===== src/fpu_map.vh =====
`ifndef FPU_MAP_VH
`define FPU_MAP_VH
// register byte offsets
`define FPU_CTRL_OFS 8'h00
`define FPU_KEY_OFS 8'h04
`define FPU_STAT_OFS 8'h08
`define FPU_OPT_OFS 8'h0c
// control register fields
`define FPU_CTRL_RELOCK_BIT 0
// status register fields
`define FPU_STAT_UNLOCK_BIT 0
`define FPU_STAT_LOCKOUT_BIT 1
`define FPU_STAT_ERASE_BIT 2
`define FPU_STAT_OPTERR_BIT 3
`define FPU_STAT_REJ_BIT 4
// unlock keys, written one after the other
`define FPU_KEY1 8'hae
`define FPU_KEY2 8'h56
// readout lock inactive value
`define FPU_LOCK_OFF 8'haa
// boot region granule: 512 bytes
`define FPU_GRAN_SHIFT 9
// unlock lifetime in cycles
`define FPU_UNLOCK_CYC 16'h0400
// axi responses
`define FPU_RESP_OKAY 2'b00
`define FPU_RESP_SLVERR 2'b10
`endif


===== src/fpu_top.v =====
`timescale 1ns/1ps
`include "fpu_map.vh"
// Overview of operation
// - app writes blocked until key sequence; unlock expires after a fixed time
// - boot region up to 128 Kbytes, set by option bytes, never overwritten
// - boot region size changeable only over debug port, app attempts ignored
// - region starts at vector base, size in 512-byte steps from byte and inverse
// - readout lock active when its option byte holds any value but the off setting
// - while locked, all debug reads and writes of memories and options refused, except the write that removes the lock
// - readout lock applies in every mode, no bypass
// - removing readout lock first erases whole program and data memory
// - options kept as true and inverse copies; lock byte and 8..16 single
module fpu_top #(
    parameter AW = 17,
    parameter UNLOCK_CYC = `FPU_UNLOCK_CYC
) (
    input wire clock,
    input wire rstn,
    // axi4-lite slave
    input wire [7:0] s_axi_awaddr,
    input wire s_axi_awvalid,
    output reg s_axi_awready,
    input wire [31:0] s_axi_wdata,
    input wire [3:0] s_axi_wstrb,
    input wire s_axi_wvalid,
    output reg s_axi_wready,
    output reg [1:0] s_axi_bresp,
    output reg s_axi_bvalid,
    input wire s_axi_bready,
    input wire [7:0] s_axi_araddr,
    input wire s_axi_arvalid,
    output reg s_axi_arready,
    output reg [31:0] s_axi_rdata,
    output reg [1:0] s_axi_rresp,
    output reg s_axi_rvalid,
    input wire s_axi_rready,
    // stored option bytes, loaded from the option block, and the operating mode input
    input wire [7:0] readout_lock,
    input wire [7:0] boot_region_size,
    input wire [7:0] boot_region_size_inverse,
    input wire in_circuit_programming,
    // cpu flash write requests
    input wire cpu_wr_req,
    input wire [AW-1:0] cpu_wr_addr,
    output reg cpu_wr_grant,
    output reg cpu_wr_reject,
    // debug port access requests
    input wire dbg_req,
    input wire dbg_wr,
    input wire dbg_opt_sel,
    input wire [7:0] dbg_opt_addr,
    input wire [7:0] dbg_opt_data,
    output reg dbg_grant,
    output reg dbg_refuse,
    // option programming and mass erase towards flash controller
    output reg opt_wr_stb,
    output reg [7:0] opt_wr_addr,
    output reg [7:0] opt_wr_data,
    output reg erase_req,
    input wire erase_done
);
// ----------------------------------------
// option decode
// ----------------------------------------
localparam [7:0] ADDR_LOCK = 8'h00;
localparam [7:0] ADDR_BOOT = 8'h01;
localparam [7:0] ADDR_BOOTN = 8'h02;

// boot option valid only when copies agree; mismatch treated as full size
function [AW:0] boundary_of;
    input [7:0] sz;
    input [7:0] szn;
    begin
        // size of zero leaves no boot region at all
        if (sz == ~szn)
            boundary_of = {{(AW-8){1'b0}}, sz, 1'b0} << (`FPU_GRAN_SHIFT - 1);
        else
            boundary_of = {1'b1, {AW{1'b0}}};
    end
endfunction

wire opt_pair_ok = (boot_region_size == ~boot_region_size_inverse);
wire [AW:0] boundary = boundary_of(boot_region_size, boot_region_size_inverse);
// no mode input gates this: lock holds regardless of operating mode
// any value but the off code locks, so a corrupted byte fails safe
wire lock_on = (readout_lock != `FPU_LOCK_OFF);

// ----------------------------------------
// registers and state
// ----------------------------------------
reg unlock_q;
reg [15:0] unlock_cnt_q;
reg key_stage_q;
reg rej_q;
reg erase_q;
reg [7:0] pend_data_q;
reg [7:0] pend_addr_q;
reg aw_hold_q;
reg w_hold_q;
reg [7:0] aw_addr_q;
reg [31:0] w_data_q;
reg [3:0] w_strb_q;

wire wr_go = aw_hold_q && w_hold_q && !s_axi_bvalid;
wire key_wr = wr_go && (aw_addr_q == `FPU_KEY_OFS) && w_strb_q[0];
wire ctrl_wr = wr_go && (aw_addr_q == `FPU_CTRL_OFS) && w_strb_q[0];
wire wr_mapped = (aw_addr_q == `FPU_CTRL_OFS) || (aw_addr_q == `FPU_KEY_OFS) ||
    (aw_addr_q == `FPU_STAT_OFS) || (aw_addr_q == `FPU_OPT_OFS);
wire clr_stat = wr_go && (aw_addr_q == `FPU_STAT_OFS) && w_strb_q[0] &&
    w_data_q[`FPU_STAT_REJ_BIT];

// flash write inside boot region rejected; outside needs unlock
// limitation: a mismatched option pair protects the whole array
wire in_boot = ({1'b0, cpu_wr_addr} < boundary);
wire cpu_wr_grant_d = cpu_wr_req && unlock_q && !in_boot && !erase_q;
// reject is the exact complement of grant for a live request
wire rej_set = cpu_wr_req && !cpu_wr_grant_d;

// ----------------------------------------
// axi write channel
// ----------------------------------------
always @(posedge clock or negedge rstn) begin
    if (!rstn) begin
        aw_hold_q <= 1'b0;
        w_hold_q <= 1'b0;
        aw_addr_q <= 8'h00;
        w_data_q <= 32'h0;
        w_strb_q <= 4'h0;
        s_axi_awready <= 1'b0;
        s_axi_wready <= 1'b0;
        s_axi_bvalid <= 1'b0;
        s_axi_bresp <= `FPU_RESP_OKAY;
    end else begin
        // ready pulses once per item; the master holds valid until it sees it
        s_axi_awready <= !aw_hold_q && !s_axi_awready && s_axi_awvalid;
        s_axi_wready <= !w_hold_q && !s_axi_wready && s_axi_wvalid;
        if (s_axi_awvalid && s_axi_awready) begin
            aw_hold_q <= 1'b1;
            aw_addr_q <= s_axi_awaddr;
        end
        if (s_axi_wvalid && s_axi_wready) begin
            w_hold_q <= 1'b1;
            w_data_q <= s_axi_wdata;
            w_strb_q <= s_axi_wstrb;
        end
        if (wr_go) begin
            aw_hold_q <= 1'b0;
            w_hold_q <= 1'b0;
            s_axi_bvalid <= 1'b1;
            // option register is read-only to software
            s_axi_bresp <= (wr_mapped && aw_addr_q != `FPU_OPT_OFS) ?
                `FPU_RESP_OKAY : `FPU_RESP_SLVERR;
        end else if (s_axi_bvalid && s_axi_bready) begin
            s_axi_bvalid <= 1'b0;
        end
    end
end

// ----------------------------------------
// axi read channel
// ----------------------------------------
always @(posedge clock or negedge rstn) begin
    if (!rstn) begin
        s_axi_arready <= 1'b0;
        s_axi_rvalid <= 1'b0;
        s_axi_rdata <= 32'h0;
        s_axi_rresp <= `FPU_RESP_OKAY;
    end else begin
        // address decoded at the handshake edge, so araddr must still stand
        s_axi_arready <= !s_axi_rvalid && !s_axi_arready && s_axi_arvalid;
        if (s_axi_arvalid && s_axi_arready) begin
            s_axi_rvalid <= 1'b1;
            s_axi_rresp <= `FPU_RESP_OKAY;
            case (s_axi_araddr)
                `FPU_CTRL_OFS: s_axi_rdata <= 32'h0;
                `FPU_KEY_OFS: s_axi_rdata <= 32'h0;
                `FPU_STAT_OFS: s_axi_rdata <= {27'h0, rej_q, !opt_pair_ok, erase_q,
                    lock_on, unlock_q};
                `FPU_OPT_OFS: s_axi_rdata <= {8'h00, boot_region_size_inverse,
                    boot_region_size, readout_lock};
                default: begin
                    s_axi_rdata <= 32'h0;
                    s_axi_rresp <= `FPU_RESP_SLVERR;
                end
            endcase
        end else if (s_axi_rvalid && s_axi_rready) begin
            s_axi_rvalid <= 1'b0;
        end
    end
end

// ----------------------------------------
// unlock sequence and timeout
// ----------------------------------------
always @(posedge clock or negedge rstn) begin
    if (!rstn) begin
        unlock_q <= 1'b0;
        unlock_cnt_q <= 16'h0;
        key_stage_q <= 1'b0;
    end else begin
        if (key_wr) begin
            // wrong key restarts the sequence and drops any open unlock
            if (!key_stage_q && w_data_q[7:0] == `FPU_KEY1) begin
                key_stage_q <= 1'b1;
            end else if (key_stage_q && w_data_q[7:0] == `FPU_KEY2) begin
                key_stage_q <= 1'b0;
                unlock_q <= 1'b1;
                unlock_cnt_q <= UNLOCK_CYC[15:0];
            end else begin
                key_stage_q <= 1'b0;
                unlock_q <= 1'b0;
            end
        end else if (ctrl_wr && w_data_q[`FPU_CTRL_RELOCK_BIT]) begin
            // relock cancels the remaining lifetime at once
            unlock_q <= 1'b0;
        end else if (unlock_q) begin
            if (unlock_cnt_q == 16'h1)
                unlock_q <= 1'b0;
            unlock_cnt_q <= unlock_cnt_q - 16'h1;
        end
    end
end

// ----------------------------------------
// cpu write gate
// ----------------------------------------
always @(posedge clock or negedge rstn) begin
    if (!rstn) begin
        cpu_wr_grant <= 1'b0;
        cpu_wr_reject <= 1'b0;
        rej_q <= 1'b0;
    end else begin
        // grant and reject are exclusive pulses, one cycle after the request
        cpu_wr_grant <= cpu_wr_grant_d;
        cpu_wr_reject <= rej_set;
        // set beats clear
        if (rej_set)
            rej_q <= 1'b1;
        else if (clr_stat)
            rej_q <= 1'b0;
    end
end

// ----------------------------------------
// debug port access and option writes
// ----------------------------------------
always @(posedge clock or negedge rstn) begin
    if (!rstn) begin
        dbg_grant <= 1'b0;
        dbg_refuse <= 1'b0;
        opt_wr_stb <= 1'b0;
        opt_wr_addr <= 8'h00;
        opt_wr_data <= 8'h00;
        erase_req <= 1'b0;
        erase_q <= 1'b0;
        pend_addr_q <= 8'h00;
        pend_data_q <= 8'h00;
    end else begin
        dbg_grant <= 1'b0;
        dbg_refuse <= 1'b0;
        opt_wr_stb <= 1'b0;
        if (erase_q) begin
            // option write held back until erase completes
            if (erase_done) begin
                erase_q <= 1'b0;
                erase_req <= 1'b0;
                opt_wr_stb <= 1'b1;
                opt_wr_addr <= pend_addr_q;
                opt_wr_data <= pend_data_q;
            end
            // all other debug traffic is refused until the erase completes
            if (dbg_req)
                dbg_refuse <= 1'b1;
        end else if (dbg_req) begin
            // lock removal passes while locked; the option lands only after the erase
            if (dbg_wr && dbg_opt_sel && dbg_opt_addr == ADDR_LOCK && lock_on &&
                dbg_opt_data == `FPU_LOCK_OFF) begin
                erase_q <= 1'b1;
                erase_req <= 1'b1;
                pend_addr_q <= dbg_opt_addr;
                pend_data_q <= dbg_opt_data;
                dbg_grant <= 1'b1;
            end else if (lock_on) begin
                dbg_refuse <= 1'b1;
            end else if (dbg_wr && dbg_opt_sel && !in_circuit_programming &&
                (dbg_opt_addr == ADDR_LOCK || dbg_opt_addr == ADDR_BOOT ||
                dbg_opt_addr == ADDR_BOOTN)) begin
                dbg_refuse <= 1'b1;
            end else begin
                dbg_grant <= 1'b1;
                if (dbg_wr && dbg_opt_sel) begin
                    opt_wr_stb <= 1'b1;
                    opt_wr_addr <= dbg_opt_addr;
                    opt_wr_data <= dbg_opt_data;
                end
            end
        end
    end
end

endmodule


===== config.mk =====
export PLATFORM = sky130hd
export DESIGN_NAME = fpu_top
export DESIGN_NICKNAME = d
export VERILOG_FILES = /design/src/fpu_top.v
export VERILOG_INCLUDE_DIRS = /design/src
export SDC_FILE = /design/constraint.sdc
export NUM_CORES = 1
export LEC_CHECK = 0
export BUFFER_PORTS_ARGS = -buffer_cell sky130_fd_sc_hd__buf_2
export CAP_MARGIN = 25
export CORE_UTILIZATION = 50
export DETAILED_ROUTE_END_ITERATION = 10
export GPL_ROUTABILITY_DRIVEN = 0
export GPL_TIMING_DRIVEN = 0
export PLACE_DENSITY = 0.85
export RECOVER_POWER = 50
export SETUP_SLACK_MARGIN = 0.2
export SYNTH_ARGS = -nofsm -noshare
export SYNTH_HDL_FRONTEND = slang
export SYNTH_SLANG_ARGS = --single-unit

===== constraint.sdc =====
create_clock -name clock -period 2.3 [get_ports clock]
set_input_delay 0.115 -clock clock [delete_from_list [all_inputs] [get_ports clock]]
set_output_delay 0.115 -clock clock [all_outputs]
set_load 0.05 [all_outputs]

======== After elaboration in Yosys (flattened, before gate mapping) ========
Index checks and enable logic that the tools add are counted.
W data, S select, Z words.
cells by class
  eq/ne operators ......................... 22
  mux-type cells .......................... 66
  bitwise operators ....................... 2
  reduce and logical (&&, ||, !) cells .... 69
  add/subtract/negate cells ............... 1
  $lt $le $gt $ge ......................... 1
operators by type and width
  kind                     number
  $mux W8                  14
  $mux W16                 5
  $pmux W24 S2             1
  $mux W1                  43
  $logic_and A1 B1 Y1      34
  $eq A8 B4 Y1 const B     4
  $logic_not A8 Y1         3
  $lt A17 B18 Y1           1
  $mux W18                 1
  $reduce_bool A2 Y1       9
  $eq A16 B1 Y1 const B    1
  $eq A8 B3 Y1 const B     2
  $eq A8 B8 Y1 const B     2
  $sub A16 B1 Y16 const B  1
  $logic_not A1 Y1         13
  $ne A2 B2 Y1 const B     5
  $eq A8 B1 Y1 const B     1
  $eq A8 B2 Y1 const B     1
  $eq A8 B7 Y1 const B     1
  $eq A8 B8 Y1             1
  $ne A8 B4 Y1 const B     1
  $ne A8 B8 Y1 const B     1
  $not A8 Y8               1
  $reduce_and A3 Y1        2
  7 further kinds          13
word-level totals
  bits of input ports ..................... 122
  logic and storage cells ................. 189
  register bits after elaboration ......... 118
  output and inout bits ................... 63

======== Logic depth before layout (Yosys ltp) ========
  depth after elaboration ................. 10
  mapped depth ............................ 10
  gate-level depth less buffers ........... 10

======== Worst setup path after synthesis ========
OpenSTA, ideal clock, no wires.
  kind .................................... register -> register
  from .................................... reg s_axi_bvalid
  to ...................................... reg unlock_cnt_q[10]
  setup slack ............................. 0.155 ns
  arrival time ............................ 2.020 ns
  setup time .............................. 0.125 ns
  data required time ...................... 2.175 ns
  path buffers ............................ 1
  period minus slack after synthesis ...... 2.145 ns
  stages on the path, launching flop included .. 7
  cell sequence ........................... dfrtp_1 > nand4b_1 > nor2_1 > or4b_1 > buf_2 > nand4_1 > mux2_2
on the way
  cells in the longest elaborated chain, start to end .. 7
  elaborated cells on any way between the ends .. 13
  those cells by class .................... 3 x eq/ne; 1 x mux; 9 x reduce/logical
ends and longest elaborated chain
  element                             RTL line       source
  from (decl)                         fpu_top.v:28   output reg s_axi_bvalid,
  from (signal assigned)              fpu_top.v:131  s_axi_bvalid <= 1'b0;
  from (signal assigned)              fpu_top.v:149  s_axi_bvalid <= 1'b1;
  from (signal assigned)              fpu_top.v:154  s_axi_bvalid <= 1'b0;
  $logic_not A1 Y1 (*)                fpu_top.v:104  wire wr_go = aw_hold_q && w_hold_q && !s_axi_bvalid;
  $logic_and A1 B1 Y1 (*)             fpu_top.v:104
  $logic_and A1 B1 Y1 (2 in a row)    fpu_top.v:106  wire ctrl_wr = wr_go && (aw_addr_q == `FPU_CTRL_OFS) && w_strb_q[0];
  $logic_and A1 B1 Y1                 fpu_top.v:213  end else if (ctrl_wr && w_data_q[`FPU_CTRL_RELOCK_BIT]) begin
  $ne A2 B2 Y1 (no source line)       n/a
  $reduce_and A4 Y1 (no source line)  n/a
  to (signal assigned)                fpu_top.v:208  unlock_cnt_q <= UNLOCK_CYC[15:0];
  to (signal assigned)                fpu_top.v:219  unlock_cnt_q <= unlock_cnt_q - 16'h1;
  to (decl)                           fpu_top.v:92   reg [15:0] unlock_cnt_q;
Every way passes the cells marked *; elsewhere a longest branch is shown, timed or not.
A chain may end at the register's enable or synchronous reset.

======== Worst setup path after layout ========
  from .................................... reg aw_addr_q[2]
  to ...................................... reg unlock_cnt_q[10]
on the way
  cells in the longest elaborated chain, start to end .. 6
  elaborated cells on any way between the ends .. 13
  those cells by class .................... 4 x eq/ne; 1 x mux; 8 x reduce/logical
ends and longest elaborated chain
  element                             RTL line       source
  from (decl)                         fpu_top.v:100  reg [7:0] aw_addr_q;
  from (signal assigned)              fpu_top.v:139  aw_addr_q <= s_axi_awaddr;
  $logic_not A8 Y1 (no source line)   n/a
  $logic_and A1 B1 Y1 (2 in a row)    fpu_top.v:106
  $logic_and A1 B1 Y1                 fpu_top.v:213
  $ne A2 B2 Y1 (no source line)       n/a
  $reduce_and A4 Y1 (no source line)  n/a
Parallel ways exist; a longest one is shown, timed or not.

==> results.yml <==
run_status:
  status: "finished, final reports clean"
synth:
  yosysWarnings: 0
  synth-edff-count: 0
  synthTopCellsByArea: "dfrtp_1 (53%), mux2i_1 (6.4%), mux2_2 (4.0%), a22o_1 (3.6%), nand2_1 (3.1%)"
  synthTopCellsByCount: "dfrtp_1 (108), nand2_1 (42), mux2i_1 (33)"
  synth.most_common_cell: "dfrtp_1"
  synth_area_leader_cell: "dfrtp_1"
  async_flop_share: 1.00
  syn_area_mm2: 0.00513
  postSynth.topFlopCell: "dfrtp_1"
  yosysTopAreaCellShare: 0.527
  syn-instance-count: 455
  yosysUniqueCellTypes: 52
  ys_ff_latch: 108
  post_synth.cell_area_avg_um2: 11.3
  ys_seq_area_frac: 0.527
critical_path:
  cp.arrival_ns: 2.44
  startpoint_type: "register"
  path_max_fanout: 7
  rr_endpoint: "unlock_cnt_q[10]"
  rrSetupSlack_ns: 0.12
  worstSetupPathType: "reg2reg"
  worst-r2r-cell-count: 6
  cp-end-kind: "register"
  endpoint: "unlock_cnt_q[10]"
  rr_startpoint: "aw_addr_q[2]"
  critPathLaunch: "aw_addr_q[2]"
  cp.required_ns: 2.56
layout:
  fin_cells: 794
  fin_util: 0.684
  diodes: 0
  nNetsFinal: 787
  area_delta_synth_final_pct: 31.7
  final_layout_size_suffix_gt1_frac: 0.290
clocking:
  path_clk_slew_ns: 0.12
  cts_buffers: 9
  cts_tree: "done"
  cts_sinks: 108
  cts_max_level: 3
  clkLatencyLatePin_ns: 0.38
  cts_root_buf: "clkbuf_8"
  clk_path_buf_depth: 2
timing:
  grt_setup_unrepaired: "true"
  period_minus_slack_ns: 2.18
  finalCritPeriodShare: 0.949
  maxSlewViolCount: 0
  finalSetupViolations: 0
  fin_ws_ns: 0.118
  hold_violations: 0
  fin_tns_setup_ns: 0
  timing.fmax_mhz: 458
  relSlewSlack: 0.0770
  tightestPinTransition_ns: 1.38
  finClkSkew_ns: 0.0159
global_routing:
  globalRouteTotalUtil: 0.256
  antenna_found_initial: 0
  grt_max_degree: 56
  grt_pass1_vias: 4524
  grt_pass1_wl_um: 20800
  grt.overflow.total: 0
drt:
  vias_per_cell: 5.60
  drc: 0
  wl_um: 13400
  drtAntennaViolNets: 0
  dr.first_iter.drc_count: 234
  dr.pass1.iters: 5
  wl_per_cell_um: 16.9
  vias: 4444
flow_run:
  cap_violations: 0
floorplan:
  io_pins: 185
  core_mm2: 0.00986
  die_y_um: 103
  rows: 36
  start_util: 0.520
  die_x_um: 103
  fp.dieArea_mm2: 0.0107
power_and_ir_drop:
  power.internal_mw: 3.12
  finalPower_mw: 4.83
  p_leak_nw: 3.44
  power_density_mw_per_mm2: 716
  clockPowerShare: 0.235
  p_seq_frac: 0.501
  netSwitchingPower_mw: 1.71
  swShare: 0.354
  ir_worst_vdd_v: 0.000623
  pwr-share-comb: 0.264
placed_design:
  pre_cts_slack_ns: -0.281
  dpl.hpwl_um: 9170
  dp.cells: 734
  port-buffer-count: 136
min_path:
  hold_path_class: "in2reg"
[kinds of logic after synthesis]
group	synth area share
adder cells (fa/ha/maj)	0.0220
other	0.000732
flip-flops	0.527
AO/OA/AOI/OAI	0.117
multiplexers	0.104
XOR/XNOR	0.0137
buffers and inverters	0.0364
AND/OR/NAND/NOR	0.179
[layer usage]
layer / routed length, µm / global-route usage / vias to the layer above
li1: - / - / 2054
met1: 5460 / 0.304 / 2168
met2: 6790 / 0.453 / 182
met3: 725 / 0.0464 / 40
met4: 420 / 0.118 / 0
met5: 0 / 0 / -
[power groups by stage]
stage | clock, mW | sequential (mW) | combinational (mW)
final | 1.14 | 2.42 | 1.28
after detailed placement | 0 | 2.43 | 1.13
after CTS | 1.16 | 2.41 | 1.20
after global routing | 1.23 | 2.46 | 1.39
after floorplan | 0 | 2.50 | 0.664
after global placement | 0 | 2.40 | 1.07
[cell usage in the layout (no fill, tap or decap), drive strengths merged, types with 16 or more instances in the layout]
cell,netlist,routed
a22o,21,21
o32ai,16,16
dlygate4sd3,0,40
nor2,17,17
nand2b,16,16
buf,17,128
mux2,18,18
mux2i,33,33
clkbuf,10,49
nand2,42,42
dfrtp,108,108
a21oi,21,21
[worst max-delay path, stage by stage (launching register included)]
cell and delay [ns]:
dfrtp_2 0.47, and4b_1 0.22, and4b_2 0.26, or4b_4 0.54
buf_6 0.15, nand4_1 0.12, mux2_4 0.31
[cell type report]
class,count,area [µm²]
fillers,735,3110
multi-input cells,321,2370
repair buffers,182,1120
inverters,8,32.5
well taps,133,166
plain buffers,26,159
clock inverters,7,66.3
flip-flops and latches,108,2710
clock buffers,9,124
[per-stage QoR]
stage               cell area, µm²  hold slack [ns]
floorplan                     5160           -0.181
global placement              6010            0.299
detailed placement            6040            0.206
CTS                           6660          0.00139
global route                  6750           0.0115
finish                        6750           0.0204
[timing repair]
item	in CTS	in global routing
pin swaps	0	6
endpoints found under the hold margin	93	0
gates resized for setup	6	23
cloned	0	0
endpoints found under the setup margin	33	37
hold buffers	40	0
buffers inserted	0	5
[worst min-delay path by stage]
stage                             start              end  cells after the start
floorplan                          rstn     aw_addr_q[0]                      0
global placement           s_axi_bready     s_axi_bvalid                      2
detailed placement                 rstn   opt_wr_addr[5]                      1
CTS                        s_axi_wvalid     s_axi_wready                      2
global route        boot_region_size[5]  s_axi_rdata[13]                      2
finish                     s_axi_wvalid     s_axi_wready                      2
[registers in the layout (all words and copies together) (netlist names), 8 cells and up]
name,cells
opt_wr_data,8
unlock_cnt_q,16
opt_wr_addr,8
pend_addr_q,8
aw_addr_q,8
w_data_q,8
pend_data_q,8
s_axi_rdata,24
(Power assumes the default switching activity.)
